<file path="src/acsp_pkg.sv">
package acsp_pkg;

  // ****************************************************************
  // Widths and counts of the serial exchange
  // ****************************************************************
  localparam int         RESULT_BITS   = 12;
  localparam int         CFG_BITS      = 3;
  localparam logic [3:0] CFG_LAST      = 4'h2;  // Index of last config bit
  localparam logic [3:0] MSB_LAST      = 4'hB;  // Index of last MSB-first bit
  localparam logic [3:0] LSB_FIRST     = 4'h1;  // First bit of the repeat
  localparam logic [3:0] LSB_LAST      = 4'hB;  // Last bit of the repeat
  localparam logic [3:0] CNT_RESET     = 4'h0;

  // Falling edges from launch to output enable, minus one
  localparam logic [3:0] FIXED_OE_FALL = 4'h1;  // Second edge after select
  localparam logic [3:0] CFG_OE_FALL   = 4'h0;  // Fourth edge after start

  // ****************************************************************
  // Configuration word layout, first bit shifted in is the highest
  // ****************************************************************
  localparam int         CFG_SGL_POS   = 2;
  localparam int         CFG_ODD_POS   = 1;
  localparam int         CFG_ORDER_POS = 0;
  localparam logic [2:0] CFG_RESET     = 3'h0;

  // ****************************************************************
  // Sequencer states
  // ****************************************************************
  typedef enum logic [2:0] {
    ACSP_OFF,
    ACSP_HUNT,
    ACSP_CFG,
    ACSP_SAMPLE,
    ACSP_MSB,
    ACSP_LSB,
    ACSP_ZERO
  } acsp_state_t;

endpackage : acsp_pkg

</file>
<file path="src/acsp_edge.sv">
`timescale 1ns/100ps

// ****************************************************************
// Edge finder for the host shift clock
// ****************************************************************
module acsp_edge (
  input  wire logic ref_clk,
  input  wire logic reset_n,
  input  wire logic level,
  output logic      rise,
  output logic      fall
);

  logic prev;
  logic next_prev;

  // Pulses last one cycle, in the cycle the new level is first seen
  always_comb begin
    next_prev = level;
    rise      = level & ~prev;
    fall      = prev & ~level;
  end

  // Idle shift clock is taken as low after reset
  always_ff @(posedge ref_clk) begin
    if (!reset_n) begin
      prev <= 1'b0;
    end else begin
      prev <= next_prev;
    end
  end

endmodule : acsp_edge

</file>
<file path="src/acsp_sar.sv">
`timescale 1ns/100ps

// ****************************************************************
// Successive approximation register, one bit per step
// ****************************************************************
module acsp_sar #(
  parameter int WIDTH = acsp_pkg::RESULT_BITS
) (
  input  wire logic             ref_clk,
  input  wire logic             reset_n,
  input  wire logic             start,
  input  wire logic             step,
  input  wire logic             comp_ge,
  output logic      [WIDTH-1:0] trial_code,
  output logic      [WIDTH-1:0] result
);

  logic [WIDTH-1:0] mask;
  logic [WIDTH-1:0] next_mask;
  logic [WIDTH-1:0] next_result;
  logic [WIDTH-1:0] next_trial;

  // Start holds the sample and tries the top bit; each step keeps or
  // drops the bit under trial and moves one place down
  always_comb begin
    next_mask   = mask;
    next_result = result;
    if (start) begin
      next_mask   = {1'b1, {(WIDTH-1){1'b0}}};
      next_result = '0;
    end else if (step) begin
      next_result = comp_ge ? (result | mask) : result;
      next_mask   = mask >> 1;
    end
    next_trial = next_result | next_mask;
  end

  // Trial code is registered so the DAC sees a clean word
  always_ff @(posedge ref_clk) begin
    if (!reset_n) begin
      mask       <= '0;
      result     <= '0;
      trial_code <= '0;
    end else begin
      mask       <= next_mask;
      result     <= next_result;
      trial_code <= next_trial;
    end
  end

endmodule : acsp_sar

</file>
<file path="src/acsp_port.sv">
`timescale 1ns/100ps

// Behaviour
// - Device runs only while select is low; high powers it down
// - Bits launch on falling shift clock, are sampled on rising edges
// - Host shift clock paces transfer and the approximation steps
// - Fixed variant starts on select falling, takes no config word
// - Fixed variant enables output at second clock, then a null bit
// - Select high abandons any exchange and returns to idle
// - Zeros before the first one are dropped; the one is start
// - Three config bits follow start; last one launches conversion
// - Configurable variant samples data input on rising clock
// - Data input ignored after config until select cycles again
// - After config a null bit, then the result, is sent
// - Result goes MSB first, then by default repeated LSB first
// - After the data, every further clock shifts out a zero
// - Core powers down at end of conversion; shifting continues
// - Shared data wire; host releases it before device drives
// - First two config bits pick single-ended or difference pairing
// - Order bit one gives zeros after MSB data, zero the repeat
// - Device drives line low on fourth falling edge after start
module acsp_port #(
  parameter bit FIXED_INPUT = 1'b0,  // 1: fixed differential variant
  parameter int WIDTH       = acsp_pkg::RESULT_BITS
) (
  input  wire logic             ref_clk,
  input  wire logic             reset_n,
  input  wire logic             select_n_powerdown,
  input  wire logic             shift_clk,
  input  wire logic             data_in,
  input  wire logic             comp_ge,
  output logic                  data_out,
  output logic                  data_out_oe,
  output logic                  core_active,
  output logic                  sample_track,
  output logic      [WIDTH-1:0] dac_code,
  output logic                  pos_is_input_one,
  output logic                  neg_is_ground,
  output logic                  neg_is_input_one
);

  // ****************************************************************
  // Sequencer state
  // ****************************************************************
  acsp_pkg::acsp_state_t state;
  acsp_pkg::acsp_state_t next_state;
  logic [3:0]            cnt;
  logic [3:0]            next_cnt;
  logic [2:0]            cfg_word;
  logic [2:0]            next_cfg_word;
  logic [2:0]            shifted_cfg;
  logic                  next_data_out;
  logic                  next_oe;
  logic                  next_core;
  logic                  next_track;
  logic                  next_pos_one;
  logic                  next_neg_gnd;
  logic                  next_neg_one;
  logic                  clk_rise;
  logic                  clk_fall;
  logic                  sar_start;
  logic                  sar_step;
  logic [WIDTH-1:0]      result;
  logic [3:0]            oe_target;

  // Shift clock is the only pace of the exchange and of the SAR
  acsp_edge u_edge (
    .ref_clk (ref_clk),
    .reset_n (reset_n),
    .level   (shift_clk),
    .rise    (clk_rise),
    .fall    (clk_fall)
  );

  acsp_sar #(
    .WIDTH (WIDTH)
  ) u_sar (
    .ref_clk    (ref_clk),
    .reset_n    (reset_n),
    .start      (sar_start),
    .step       (sar_step),
    .comp_ge    (comp_ge),
    .trial_code (dac_code),
    .result     (result)
  );

  // The two variants reach the enable point after different edge counts
  assign oe_target = FIXED_INPUT ? acsp_pkg::FIXED_OE_FALL
                                 : acsp_pkg::CFG_OE_FALL;

  // Config bits arrive first bit highest, so shift in from the bottom
  assign shifted_cfg = {cfg_word[1:0], data_in};

  // ****************************************************************
  // Next-state logic of the exchange
  // ****************************************************************
  // Select high beats any clock edge seen in the same cycle, so a late
  // edge can never restart an abandoned exchange
  always_comb begin
    next_state    = state;
    next_cnt      = cnt;
    next_cfg_word = cfg_word;
    next_data_out = data_out;
    next_oe       = data_out_oe;
    next_core     = core_active;
    next_track    = sample_track;
    next_pos_one  = pos_is_input_one;
    next_neg_gnd  = neg_is_ground;
    next_neg_one  = neg_is_input_one;
    sar_start     = 1'b0;
    sar_step      = 1'b0;
    if (select_n_powerdown) begin
      next_state    = acsp_pkg::ACSP_OFF;
      next_cnt      = acsp_pkg::CNT_RESET;
      next_oe       = 1'b0;
      next_data_out = 1'b0;
      next_core     = 1'b0;
      next_track    = 1'b0;
    end else begin
      case (state)
        acsp_pkg::ACSP_OFF: begin
          next_cnt = acsp_pkg::CNT_RESET;
          if (FIXED_INPUT) begin
            // Select falling alone opens the exchange
            next_state    = acsp_pkg::ACSP_SAMPLE;
            next_cfg_word = acsp_pkg::CFG_RESET;
            next_core     = 1'b1;
            next_track    = 1'b1;
            next_pos_one  = 1'b0;
            next_neg_gnd  = 1'b0;
            next_neg_one  = 1'b1;
          end else begin
            next_state = acsp_pkg::ACSP_HUNT;
          end
        end
        acsp_pkg::ACSP_HUNT: begin
          // Leading zeros are dropped; the first one is the start bit
          if (clk_rise && data_in) begin
            next_state = acsp_pkg::ACSP_CFG;
            next_cnt   = acsp_pkg::CNT_RESET;
          end
        end
        acsp_pkg::ACSP_CFG: begin
          if (clk_rise) begin
            next_cfg_word = shifted_cfg;
            next_cnt      = cnt + 4'h1;
            if (cnt == acsp_pkg::CFG_LAST) begin
              // Last config bit sets the mux and launches conversion
              next_state   = acsp_pkg::ACSP_SAMPLE;
              next_cnt     = acsp_pkg::CNT_RESET;
              next_core    = 1'b1;
              next_track   = 1'b1;
              next_pos_one = shifted_cfg[acsp_pkg::CFG_ODD_POS];
              next_neg_gnd = shifted_cfg[acsp_pkg::CFG_SGL_POS];
              next_neg_one = ~shifted_cfg[acsp_pkg::CFG_SGL_POS] &
                             ~shifted_cfg[acsp_pkg::CFG_ODD_POS];
            end
          end
        end
        acsp_pkg::ACSP_SAMPLE: begin
          // Data input no longer looked at from here on
          if (clk_fall) begin
            next_cnt = cnt + 4'h1;
            if (cnt == oe_target) begin
              // Output turns on with the null bit and the sample holds
              next_oe       = 1'b1;
              next_data_out = 1'b0;
              next_track    = 1'b0;
              next_state    = acsp_pkg::ACSP_MSB;
              next_cnt      = acsp_pkg::CNT_RESET;
              sar_start     = 1'b1;
            end
          end
        end
        acsp_pkg::ACSP_MSB: begin
          // Each falling edge decides one bit and launches it at once
          if (clk_fall) begin
            next_data_out = comp_ge;
            sar_step      = 1'b1;
            next_cnt      = cnt + 4'h1;
            if (cnt == acsp_pkg::MSB_LAST) begin
              next_core = 1'b0;
              next_cnt  = acsp_pkg::LSB_FIRST;
              if (cfg_word[acsp_pkg::CFG_ORDER_POS]) begin
                next_state = acsp_pkg::ACSP_ZERO;
              end else begin
                next_state = acsp_pkg::ACSP_LSB;
              end
            end
          end
        end
        acsp_pkg::ACSP_LSB: begin
          // Lowest bit is not sent twice; the repeat starts one above
          if (clk_fall) begin
            next_data_out = result[cnt];
            next_cnt      = cnt + 4'h1;
            if (cnt == acsp_pkg::LSB_LAST) begin
              next_state = acsp_pkg::ACSP_ZERO;
            end
          end
        end
        acsp_pkg::ACSP_ZERO: begin
          if (clk_fall) begin
            next_data_out = 1'b0;
          end
        end
        default: begin
          next_state = acsp_pkg::ACSP_OFF;
        end
      endcase
    end
  end

  // ****************************************************************
  // State registers
  // ****************************************************************
  // Every output but dac_code leaves this block from one of these flops
  always_ff @(posedge ref_clk) begin
    if (!reset_n) begin
      state            <= acsp_pkg::ACSP_OFF;
      cnt              <= acsp_pkg::CNT_RESET;
      cfg_word         <= acsp_pkg::CFG_RESET;
      data_out         <= 1'b0;
      data_out_oe      <= 1'b0;
      core_active      <= 1'b0;
      sample_track     <= 1'b0;
      pos_is_input_one <= 1'b0;
      neg_is_ground    <= 1'b0;
      neg_is_input_one <= 1'b0;
    end else begin
      state            <= next_state;
      cnt              <= next_cnt;
      cfg_word         <= next_cfg_word;
      data_out         <= next_data_out;
      data_out_oe      <= next_oe;
      core_active      <= next_core;
      sample_track     <= next_track;
      pos_is_input_one <= next_pos_one;
      neg_is_ground    <= next_neg_gnd;
      neg_is_input_one <= next_neg_one;
    end
  end
endmodule : acsp_port

</file>
<file path="config.mk">
export PLATFORM = sky130hd
export DESIGN_NAME = acsp_port
export DESIGN_NICKNAME = d
export VERILOG_FILES = /design/src/acsp_pkg.sv /design/src/acsp_edge.sv /design/src/acsp_sar.sv /design/src/acsp_port.sv
export SDC_FILE = /design/constraint.sdc
export NUM_CORES = 1
export LEC_CHECK = 0
export BUFFER_PORTS_ARGS = -buffer_cell sky130_fd_sc_hd__buf_4
export CELL_PAD_IN_SITES_DETAIL_PLACEMENT = 0
export CELL_PAD_IN_SITES_GLOBAL_PLACEMENT = 1
export CORE_UTILIZATION = 25
export CTS_CLUSTER_DIAMETER = 30
export CTS_CLUSTER_SIZE = 8
export DETAILED_ROUTE_END_ITERATION = 10
export PLACE_DENSITY_LB_ADDON = 0.2
export SYNTH_ARGS = -nofsm -noshare
export SYNTH_HDL_FRONTEND = slang
export SYNTH_SLANG_ARGS = --single-unit
</file>
<file path="constraint.sdc">
create_clock -name ref_clk -period 2.3 [get_ports ref_clk]
set_input_delay 0.23 -clock ref_clk [delete_from_list [all_inputs] [get_ports ref_clk]]
set_output_delay 0.23 -clock ref_clk [all_outputs]
set_load 0.1 [all_outputs]
</file>
==> reports/metrics.cfg <==
[outcome]
outcome = finished, final reports clean

[synth]
synthFlopType = dfxtp_1
synth_edf_count = 0
synthTopCellsByArea = dfxtp_1 44%, a21oi_1 6.0%, nor2_1 5.4%
syn_area_per_cell_um2 = 8.88
syn_nets = 281
postSynthCellCount = 272
synthDistinctLibCells = 52
postSynth.asyncResetShare_pct = 0
synth.yosys.warnings = 0
syn_area_um2 = 2410
synthMostInstantiatedCell = dfxtp_1
ys_seq_area_share_pct = 43.9
ys_ff_latch = 53
synth_top_cell_by_area = dfxtp_1
synth_top_cell_area_share_pct = 43.9
synth_common_cells = 53 x dfxtp_1, 35 x nor2_1, 29 x a21oi_1, 29 x nand2_1, 14 x clkbuf_1

[timing]
skew_ns = 0.00860
slew_headroom_pct = 57.8
grt_setup_unrepaired = false
hold_viol = 0
timing.hold.ws_ns = 0.209
finalCritPeriodShare_pct = 93.2
finalSetupViolCount = 0
finalCriticalPeriod_ns = 2.14
worstMarginPinSlew_ns = 0.617
fmax_mhz = 467
final.setup.tns_ns = 0
final_max_slew_viol_count = 0

[global_route]
grt_pass1_vias = 1954
grt_use_total_pct = 13.3
grt_pass1_wl_mm = 10.4
antenna_found_initial = 0
overflow = 0
grt_max_degree = 35

[critical_path]
critPathMaxFanout = 34
required_ns = 2.50
max_stage_delay_ns = 0.52
worst_setup_path_start_kind = flop
path_class = reg -> reg
critPathArrivalTime_ns = 2.34
end_kind = flop
worstPathCellList = inv_1, ha_1, or3b_2, or4_4, nand2_2, buf_12, nor2_1
cp_slowest_cell = or4_4

[drt]
via_per_inst = 4.93
routed_wl_mm = 6.25
drtIter0Drc = 76
postRouteAntennaNets = 0
drt-wirelength-per-cell_um = 14.7
dr.pass1.iters = 4
vias = 2094
drcViolationCount = 0

[layout]
diodes = 0
multi_input_comb_area_um2 = 1240
nFillCells = 1026
fin_area_um2 = 2880
fin_nets = 305
drive_above_1_share_pct = 18.2
seq_area_um2 = 1060
area_growth_pct = 19.1

[clocking]
cts_hold_buf = 0
cts_root_buf = clkbuf_8
clk_latency_ns = 0.31
cts.sinks = 53
post_cts_resized = 0
cts_buffers = 5
cts_tree = built
clk_pin_slew_ns = 0.10
htreeDepth = 2
postCtsSetupRepairBufs = 0
clockBufferDepth = 2

[floorplanning]
coreArea_um2 = 9280
die_w_um = 100
die_h_um = 100
io_pins = 25
start_util_pct = 26.0
fp.dieArea_um2 = 10100
rows = 35

[pwr]
power.leakage_nw = 1.04
ir_drop_uv = 305
p_per_area_nw_per_um2 = 581

[placement]
dpl_cell_area_um2 = 2770
gp_congestion = 0.744
dp_hpwl_mm = 4.27
io_buffers = 24

[hold_path]
hold_path_class = in -> reg

[job]
cap_violations = 0

-- cell usage in the layout, fill, tap and decap left out, types with 2 or more instances in the layout --
| cell type | synthesis | final |
|---|---|---|
| a21oi_1 | 29 | 29 |
| nand2_1 | 29 | 29 |
| nor2b_1 | 7 | 7 |
| mux2i_1 | 6 | 6 |
| a211oi_1 | 3 | 3 |
| a21boi_0 | 4 | 4 |
| o21ai_0 | 5 | 5 |
| a221oi_1 | 11 | 11 |
| nor3b_1 | 4 | 4 |
| o31a_1 | 2 | 2 |
| or4_1 | 2 | 2 |
| nor4_1 | 2 | 2 |
| mux4_2 | 3 | 3 |
| nand3b_1 | 3 | 3 |
| or3b_1 | 2 | 2 |
| ha_1 | 3 | 3 |
| or4bb_1 | 2 | 2 |
| nand4b_1 | 2 | 2 |
| dfxtp_1 | 53 | 52 |
| nand2b_1 | 4 | 4 |
| nand4bb_1 | 2 | 2 |
| inv_1 | 4 | 4 |
| clkbuf_8 | 0 | 5 |
| or3b_2 | 2 | 2 |
| nor2_1 | 35 | 35 |
| a32o_1 | 2 | 2 |
| buf_4 | 1 | 36 |
| nor3_1 | 5 | 4 |
| a31oi_1 | 2 | 2 |
| or3_1 | 4 | 4 |
-- worst max-delay path: cells and delay by family (launching register included) --
| family | cells | cell delay (ns) |
|---|---|---|
| flip-flops | 1 | 0.37 |
| buffers and inverters | 2 | 0.30 |
| AND/OR/NAND/NOR | 4 | 1.20 |
| adder cells (fa/ha/maj) | 1 | 0.17 |
-- logic make-up (layout without fill, tap and decap cells) --
kind of cell / count (synthesis) / in the layout / share of synthesized area, %
AOI/OAI and AO/OA: 69 / 69 / 19.1
DFF: 53 / 53 / 43.9
muxes: 9 / 9 / 5.28
adders and majority gates: 3 / 3 / 1.55
buffers and inverters: 24 / 48 / 4.92
and+or+nand+nor: 114 / 114 / 25.2
-- sequential cells by signal, summed over array words and instances (netlist names), 2 cells and up --
| register | flops |
|---|---|
| u_sar.mask | 12 |
| state | 3 |
| u_sar.trial_code | 12 |
| cnt | 4 |
| u_sar.result | 12 |
| cfg_word | 2 |
-- power by group --
group | total (mW) | internal (mW) | switching, mW | leakage (nW)
combinational | 0.0976 | 0.0398 | 0.0578 | 0.553
sequential | 0.930 | 0.921 | 0.00981 | 0.428
clock | 0.642 | 0.323 | 0.319 | 0.0546
total | 1.67 | 1.28 | 0.387 | 1.04
-- per-stage QoR --
| stage | utilization [%] | total power [mW] | worst slack, ns | instances |
|---|---|---|---|---|
| finish | 31.0 | 1.67 | 0.157 | 425 |
| global route | 31.0 | 1.76 | 0.0484 | 425 |
| CTS | 31.0 | 1.70 | 0.109 | 425 |
| detailed placement | 29.8 | 1.05 | 0.116 | 418 |
| floorplan | - | 1.01 | 0.133 | 272 |
| global placement | 29.8 | 1.05 | 0.168 | 418 |
-- path summary, 6_finish.rpt --
| kind | from | endpoint | slack [ns] | cells after the start |
|---|---|---|---|---|
| worst min register to register | neg_is_input_one$_SDFFE_PN0P_ | neg_is_input_one$_SDFFE_PN0P_ | 0.46 | 2 |
| worst max-delay path | cnt[1]$_SDFFE_PP0P_ | u_sar.trial_code[3]$_SDFF_PN0_ | 0.16 | 7 |
| worst min-delay path | shift_clk | u_edge.prev$_SDFF_PN0_ | 0.21 | 2 |
| worst max register to register | cnt[1]$_SDFFE_PP0P_ | u_sar.trial_code[3]$_SDFF_PN0_ | 0.16 | 7 |
-- area by class of cell --
type	instances	share of cell area, %
Inverter	4	0.522
Clock inverter	2	1.35
Sequential cell	53	36.9
Multi-Input combinational cell	195	43.1
Tap cell	129	5.61
Clock buffer	5	2.39
Timing Repair Buffer	37	10.1
-- routing by layer --
metal | share of wire (%) | wire (µm) | track usage, %
met3 | 2.9 | 181 | 2.37
met1 | 50 | 3140 | 18.4
met2 | 45 | 2840 | 20.9
met5 | 0 | 0 | 0
met4 | 1.5 | 94 | 4.35
Power figures use the tool's default switching activity.
